### config.mk
export PLATFORM = sky130hd
export DESIGN_NAME = hibernation_wake_timer
export DESIGN_NICKNAME = d
export VERILOG_FILES = /design/src/logic/wake_timer_pkg.sv /design/src/logic/hibernation_wake_timer.sv /design/src/logic/tick_divider.sv
export SDC_FILE = /design/constraint.sdc
export NUM_CORES = 1
export LEC_CHECK = 0
export ABC_AREA = 1
export BUFFER_PORTS_ARGS = -buffer_cell sky130_fd_sc_hd__buf_2
export CAP_MARGIN = 20
export CORE_MARGIN = 2
export CORE_UTILIZATION = 24
export CTS_CLUSTER_SIZE = 28
export DETAILED_ROUTE_END_ITERATION = 16
export HOLD_SLACK_MARGIN = 0.12
export SLEW_MARGIN = 15
export SYNTH_ARGS = -nofsm -noshare
export SYNTH_HDL_FRONTEND = slang
export SYNTH_SLANG_ARGS = --single-unit
### constraint.sdc
create_clock -name sys_clk -period 1.9 [get_ports sys_clk]
set_input_delay 0.475 -clock sys_clk [delete_from_list [all_inputs] [get_ports sys_clk]]
set_output_delay 0.475 -clock sys_clk [all_outputs]
set_load 0.02 [all_outputs]
### src/logic/wake_timer_pkg.sv
/*
  Shared constants and types of the hibernation wake timer: register
  offsets, field positions, reset values, tick timing and the request
  carrier of the internal register port.
  Assumes a single 125 MHz system clock.
*/
package wake_timer_pkg;

  // register offsets within the instance window
  localparam logic [7:0] PRELOAD_OFFSET = 8'h00;
  localparam logic [7:0] CONTROL_OFFSET = 8'h04;
  localparam logic [7:0] COUNT_OFFSET   = 8'h08;

  // field layout and reset values
  localparam int          COUNT_WIDTH    = 16;
  localparam int          RESOLUTION_BIT = 0;
  localparam logic [15:0] PRELOAD_RESET  = 16'h0000;
  localparam logic [15:0] COUNT_RESET    = 16'h0000;
  localparam logic        CONTROL_RESET  = 1'b0;
  localparam logic [15:0] COUNT_ZERO     = 16'h0000;
  localparam logic [15:0] COUNT_ONE      = 16'h0001;

  // tick timing, times in picoseconds
  localparam longint CLK_PERIOD_PS     = 8000;
  localparam longint FINE_TICK_PS      = 30500000;
  localparam longint COARSE_TICK_PS    = 125000000000;
  localparam int     FINE_TICK_CYCLES  = int'(FINE_TICK_PS / CLK_PERIOD_PS);
  localparam int     COARSE_TICK_CYCLES = int'(COARSE_TICK_PS / CLK_PERIOD_PS);
  localparam int     DIVIDER_WIDTH     = 24;

  // one access on the internal register port
  typedef struct packed {
    logic [7:0]  addr;
    logic        wr;
    logic        rd;
    logic [15:0] wdata;
  } reg_req_t;

endpackage
### src/logic/hibernation_wake_timer.sv
/*
  Hibernation wake timer: 16-bit down counter with fine and coarse steps,
  preload, control and count registers on the internal register port.
  Assumes the register port is synchronous to sys_clk and that the
  always-on time base is derived here from sys_clk by dividers.
*/
`timescale 1ns/100ps
module hibernation_wake_timer
  import wake_timer_pkg::*;
#(
  parameter int COARSE_CYCLES = COARSE_TICK_CYCLES
) (
  input  wire logic        sys_clk,
  input  wire logic        reset_n,
  input  wire reg_req_t    host_req,
  output logic [15:0]      host_rdata,
  output logic             clock_required,
  input  wire logic        sleep_enable,
  output logic             wake_count_event
);

  logic [15:0] preload_value;
  logic        resolution;
  logic [15:0] count;
  logic        enabled;
  logic        update_pending;
  logic        fine_tick;
  logic        coarse_tick;
  logic        tick;
  logic        load;
  logic        preload_wr;
  logic        control_wr;

  assign preload_wr = host_req.wr && host_req.addr == PRELOAD_OFFSET;
  assign control_wr = host_req.wr && host_req.addr == CONTROL_OFFSET;
  assign load       = preload_wr;

  // slow time base made from sys_clk, realigned on each load
  tick_divider #(.DIV(FINE_TICK_CYCLES)) fine_div (
    .sys_clk (sys_clk),
    .reset_n (reset_n),
    .restart (load),
    .tick    (fine_tick)
  );

  tick_divider #(.DIV(COARSE_CYCLES)) coarse_div (
    .sys_clk (sys_clk),
    .reset_n (reset_n),
    .restart (load),
    .tick    (coarse_tick)
  );

  // one is coarse, zero is fine
  assign tick = resolution ? coarse_tick : fine_tick;

  // sleep_enable is deliberately left unread; counting never pauses

  always_ff @(posedge sys_clk or negedge reset_n) begin
    if (!reset_n) begin
      preload_value <= PRELOAD_RESET;
    end else if (preload_wr) begin
      preload_value <= host_req.wdata;
    end
  end

  // control write lands in the same cycle, no wait state
  always_ff @(posedge sys_clk or negedge reset_n) begin
    if (!reset_n) begin
      resolution <= CONTROL_RESET;
    end else if (control_wr) begin
      resolution <= host_req.wdata[RESOLUTION_BIT];
    end
  end

  // enable state; a load wins over a tick in the same cycle
  always_ff @(posedge sys_clk or negedge reset_n) begin
    if (!reset_n) begin
      enabled <= 1'b0;
    end else if (load) begin
      enabled <= host_req.wdata != COUNT_ZERO;
    end
  end

  // down counter
  always_ff @(posedge sys_clk or negedge reset_n) begin
    if (!reset_n) begin
      count <= COUNT_RESET;
    end else if (load && host_req.wdata != COUNT_ZERO) begin
      count <= host_req.wdata;
    end else if (!load && enabled && tick && count != COUNT_ZERO) begin
      count <= count - 1'b1;
    end
  end

  // event pulse on the 1 to 0 step only
  always_ff @(posedge sys_clk or negedge reset_n) begin
    if (!reset_n) begin
      wake_count_event <= 1'b0;
    end else begin
      wake_count_event <= !load && enabled && tick && count == COUNT_ONE;
    end
  end

  // register read data, count is live; unmapped reads zero
  always_ff @(posedge sys_clk or negedge reset_n) begin
    if (!reset_n) begin
      host_rdata <= 16'h0000;
    end else if (host_req.rd) begin
      unique case (host_req.addr)
        PRELOAD_OFFSET: host_rdata <= preload_value;
        CONTROL_OFFSET: host_rdata <= {15'h0000, resolution};
        COUNT_OFFSET:   host_rdata <= count;
        default:        host_rdata <= 16'h0000;
      endcase
    end
  end

  // one extra cycle covers the update reaching the core
  always_ff @(posedge sys_clk or negedge reset_n) begin
    if (!reset_n) begin
      update_pending <= 1'b0;
    end else begin
      update_pending <= host_req.wr || host_req.rd;
    end
  end

  assign clock_required = host_req.wr || host_req.rd || update_pending;

  // checks
  AST_EVENT_AT_ZERO: assert property (@(posedge sys_clk) disable iff (!reset_n)
    wake_count_event |-> count == COUNT_ZERO && $past(count) == COUNT_ONE && $past(enabled))
    else $error("wake event without a 1 to 0 step");

  AST_RELOAD: assert property (@(posedge sys_clk) disable iff (!reset_n)
    (preload_wr && host_req.wdata != COUNT_ZERO) |=> count == $past(host_req.wdata) && enabled)
    else $error("nonzero preload did not reload counter");

  AST_DISABLE: assert property (@(posedge sys_clk) disable iff (!reset_n)
    (preload_wr && host_req.wdata == COUNT_ZERO) |=> !enabled ##1 !wake_count_event)
    else $error("zero preload did not disable counter");

  AST_DECREMENT: assert property (@(posedge sys_clk) disable iff (!reset_n)
    (!load && enabled && tick && count != COUNT_ZERO) |=> count == $past(count) - 16'h0001)
    else $error("counter did not step down on tick");

  AST_HOLD_WITHOUT_TICK: assert property (@(posedge sys_clk) disable iff (!reset_n)
    (!load && !tick) |=> $stable(count))
    else $error("counter moved without a selected tick");

  AST_ZERO_STICKY: assert property (@(posedge sys_clk) disable iff (!reset_n)
    (count == COUNT_ZERO && !load) |=> count == COUNT_ZERO && !wake_count_event)
    else $error("counter left zero or fired again without reload");

  AST_CONTROL_WRITE: assert property (@(posedge sys_clk) disable iff (!reset_n)
    control_wr |=> resolution == $past(host_req.wdata[RESOLUTION_BIT]))
    else $error("control write not taken in one cycle");

  AST_COUNT_READ: assert property (@(posedge sys_clk) disable iff (!reset_n)
    (host_req.rd && host_req.addr == COUNT_OFFSET) |=> host_rdata == $past(count))
    else $error("count read returned wrong value");

  AST_CLOCK_REQUEST: assert property (@(posedge sys_clk) disable iff (!reset_n)
    clock_required |-> host_req.wr || host_req.rd || $past(host_req.wr || host_req.rd))
    else $error("clock request outside an access");

  AST_PRELOAD_WRITE: assert property (@(posedge sys_clk) disable iff (!reset_n)
    preload_wr |=> preload_value == $past(host_req.wdata))
    else $error("preload write not stored");

  AST_EVENT_SINGLE: assert property (@(posedge sys_clk) disable iff (!reset_n)
    wake_count_event |=> !wake_count_event)
    else $error("wake event lasted more than one cycle");

  AST_EVENT_DISABLED: assert property (@(posedge sys_clk) disable iff (!reset_n)
    !enabled |=> !wake_count_event)
    else $error("wake event while counter disabled");

  // a broken step mux would let the coarse divider move a fine-mode count
  AST_FINE_STEP: assert property (@(posedge sys_clk) disable iff (!reset_n)
    (!load && !resolution && coarse_tick && !fine_tick) |=> $stable(count))
    else $error("fine mode counter moved on coarse tick");

  COV_FINE_EXPIRY: cover property (@(posedge sys_clk) disable iff (!reset_n)
    wake_count_event && !resolution);
  COV_COARSE_EXPIRY: cover property (@(posedge sys_clk) disable iff (!reset_n)
    wake_count_event && resolution);
  COV_RELOAD_MIDCOUNT: cover property (@(posedge sys_clk) disable iff (!reset_n)
    preload_wr && enabled && count != COUNT_ZERO && host_req.wdata != COUNT_ZERO);
  COV_ZERO_LOAD_MIDCOUNT: cover property (@(posedge sys_clk) disable iff (!reset_n)
    preload_wr && enabled && count != COUNT_ZERO && host_req.wdata == COUNT_ZERO);
  COV_UNMAPPED_READ: cover property (@(posedge sys_clk) disable iff (!reset_n)
    host_req.rd && host_req.addr != PRELOAD_OFFSET && host_req.addr != CONTROL_OFFSET
    && host_req.addr != COUNT_OFFSET);

endmodule

### src/logic/tick_divider.sv
/*
  Cycle divider giving a one-cycle enable pulse every DIV clocks.
  Assumes DIV fits in the divider width and is at least one.
*/
`timescale 1ns/100ps
module tick_divider
  import wake_timer_pkg::*;
#(
  parameter int DIV = 2
) (
  input  wire logic sys_clk,
  input  wire logic reset_n,
  input  wire logic restart,
  output logic      tick
);

  localparam logic [DIVIDER_WIDTH-1:0] LAST = DIVIDER_WIDTH'(DIV - 1);

  logic [DIVIDER_WIDTH-1:0] phase;

  // restart realigns the phase so a fresh load gets a whole first step
  always_ff @(posedge sys_clk or negedge reset_n) begin
    if (!reset_n) begin
      phase <= '0;
    end else if (restart || phase == LAST) begin
      phase <= '0;
    end else begin
      phase <= phase + 1'b1;
    end
  end

  assign tick = (phase == LAST) && !restart;

endmodule

==> summary.txt <==
worst-path fanout max = 2
Synth Area in Simple Gates = 39.1%
Worst Tran Pin Value = 0.475 ns
vias in the first global route = 5,134
antenna violations before repair = 0
CTS max path bufs = 2
first-pass GRT wire length = 25,800 µm
CP max-delay cell = or2_2
critical-path cell list = buf_2 -> or2_2 -> or2_2 -> buf_2
H-tree levels = 3
Synth Instances = 794
GP Congestion = 0.934
mapped cell area = 5730 µm²
cts bufs inserted = 9
core area = 23,500 µm²
Tot GR Track Use = 13.2%
Adder-Cell Fraction of Synth Area = 1.31%
Seq cells post-synth = 100
area of the die = 25,100 µm²
Final Net Count = 909
worst slack at placement = 0.0197 ns
total number of vias = 5,321
Critical Path AT = 1.29 ns
Rows = 56
synthesized area per cell = 7.22 µm²
port bufs = 45
diode count = 0
cell taking the most area after synthesis = dfrtp_1
Yosys Warn Count = 0
gr ovfl total = 0
Crit Path Class = in2out
# DRC = 0
CP bufs+invs = 2
top cell type's share of synthesized area = 43.7%
final setup fails = 0
post-route ant nets = 0
TritonCTS clock tree = done
mux cell area share after synthesis = 0%
WL final = 15,400 µm
clock latency on the worst-skew pair = 0.36 ns
DRT Pass-1 Iters = 5
fill count = 2,588
vias per cell = 4.44
FF+latch area = 2500 µm²
Area Overhead vs Synth = 21.7%
Max Slew Vio Count = 0
dpl cell area = 6610 µm²
post-route cell area = 6970 µm²
post-synth net total = 829
CTS sink cnt = 100
die width = 159 µm
Die Height = 159 µm
xor/xnor share of the synthesized area = 5.04%
RSZ-0062 raised after global routing = no
ratio of cells with drive above 1 in the final layout = 15.1%
synth top area cells = dfrtp_1, nand2_1, nor2_1, nand3_1, inv_1
Final period util = 92.9%
Startpoint Class = input port
Slew headroom = 68.1%
run status = finished, final reports clean
FMAX = 567 MHz
final setup skew = 0.00966 ns
Final Worst Setup Slack = 0.135 ns
Crit path max-delay family = simple AND/OR/NAND/NOR gates
slowest stage delay, CP = 0.29 ns
worst vdd ir = 0.445 mV
setup tns final = 0 ns
Req. time, crit path = 1.42 ns
Worst-path clk slew = 0.08 ns
Avg WL per Cell = 12.8 µm
Setup crit end kind = primary output
minimum clock period = 1.76 ns
register area share after synthesis = 43.7%
Boundary Pins = 47
Max-cap violations = 0
Cell variety after synth = 36
Synth Area in Compound Gates = 4.67%
Root Buffer Master = clkbuf_16
Final Hold Viols = 0
largest family of logic cells by synthesized area = simple AND/OR/NAND/NOR gates
Starting Density = 24.4%
hold crit path type = in2reg
pin count of the biggest net entering global routing = 35
area occupied by multi-input gates = 2900 µm²
dpl hpwl = 11,800 µm
PwrDens = 916 nW/µm²
Pleak = 0.00354 µW
initial DRC count = 381
## per-stage QoR
| stage | hold slack (ns) | util (%) | instances | total power (µW) |
|---|---|---|---|---|
| after floorplan | 0.179 | - | 794 | 3900 |
| after global placement | 0.453 | 28.2 | 1180 | 4390 |
| after detailed placement | 0.455 | 28.2 | 1180 | 4420 |
| after CTS | 0.310 | 29.6 | 1197 | 6420 |
| after global routing | 0.326 | 29.7 | 1198 | 6870 |
| final | 0.321 | 29.7 | 1198 | 6390 |
## cell usage after synthesis
library cell    n
nor4_1          9
nor2_4          2
inv_1          68
a21oi_1        15
nand2b_1        2
nand3_2         2
ha_1            6
nor3_4          1
buf_4           1
nand3b_1        1
a31oi_1         1
o21ai_0        28
nand2_1       261
clkbuf_1        7
nor3b_1         2
nand4_4         1
inv_2           3
nand2_2         4
xor2_1         28
nand3_1        63
o21a_1          3
nand4_1        19
a211oi_1        1
o21ai_1         1
clkinv_1        1
nor2_2          6
clkinv_2        1
buf_2           7
buf_6           1
nor3_1         22
nand2_4         3
a21boi_2        1
xnor2_1         5
or2_2           2
nor2_1        116
dfrtp_1       100
## cell usage in the layout (no fill, tap or decap), types with 2 or more instances in the layout
cell type / count
clkinv_4: 2
buf_12: 4
nor3b_1: 2
inv_2: 3
xnor2_1: 5
xor2_1: 28
nor2_1: 112
nor3_1: 22
nor2_2: 9
inv_1: 68
nand3_2: 3
or2_2: 2
buf_4: 36
o21a_1: 3
nand2_2: 4
buf_2: 44
nor2_4: 3
nand2b_1: 2
nand4_1: 19
inv_6: 2
a21oi_1: 15
clkbuf_16: 9
nand3_1: 62
nor4_1: 9
ha_2: 2
ha_1: 4
nand2_1: 261
nand2_4: 3
dfrtp_1: 100
o21ai_0: 28
## power by group
group	total, µW	internal [µW]	switching (µW)
logic	1830	695	1140
clock network	1960	1060	905
registers	2600	2360	240
total	6390	4110	2280
## registers in the layout (all words and copies together), names as in the netlist
signal,cells
fine_div.phase,24
host_rdata,16
coarse_div.phase,24
update_pending,1
resolution,1
preload_value,16
enabled,1
count,16
wake_count_event,1
## worst paths after layout
check                                    start             endpoint  slack [ns]  cells after the start
max                               host_req[17]       clock_required        0.14                      4
min                               host_req[16]       update_pending        0.32                      2
max reg2reg                coarse_div.phase[0]            count[10]        0.14                     10
min reg2reg                     host_rdata[11]       host_rdata[11]        0.48                      2
max in group asynchronous              reset_n        host_rdata[9]        0.72                      3
min in group asynchronous              reset_n  coarse_div.phase[7]        0.60                      2
## layout make-up
class / instances / share of cell area (%)
tap: 319 / 5.73
sequential: 100 / 35.9
timing repair buffer: 85 / 8.33
inverter: 73 / 3.95
clock buffer: 9 / 3.23
multi-input combinational: 605 / 41.5
clock inverter: 7 / 1.33
## cells by family (layout without fill, tap and decap cells)
| family | after synthesis | in the layout |
|---|---|---|
| and+or+nand+nor | 516 | 516 |
| DFF | 100 | 100 |
| buffers and inverters | 89 | 174 |
| AOI/OAI and AO/OA | 50 | 50 |
| xor gates and xnor gates | 33 | 33 |
| adders and majority gates | 6 | 6 |
## layer usage
metal	GRT usage (%)	vias up	share of wire [%]
met5	0	-	0
li1	-	2693	-
met4	4.89	0	2.2
met3	1.93	24	3.6
met1	17.1	2496	45
met2	22.3	108	49
## worst reg2reg max path, cell delays in order, from the launching register on
cell     delay, ns
dfrtp_1       0.38
inv_1         0.08
ha_1          0.22
nand4_1       0.15
nor2_1        0.14
nand3_2       0.12
nand2_2       0.11
nand4_4       0.11
buf_4         0.20
nand3_1       0.08
nand2_1       0.06
## repair_timing
action                     4_1_cts  5_1_grt
setup endpoints to repair        0        9
buffers inserted                 0        1
gates resized for setup          0        8
hold endpoints to repair        27        0
hold buffers                     1        0
Power figures use the tool's default switching activity.
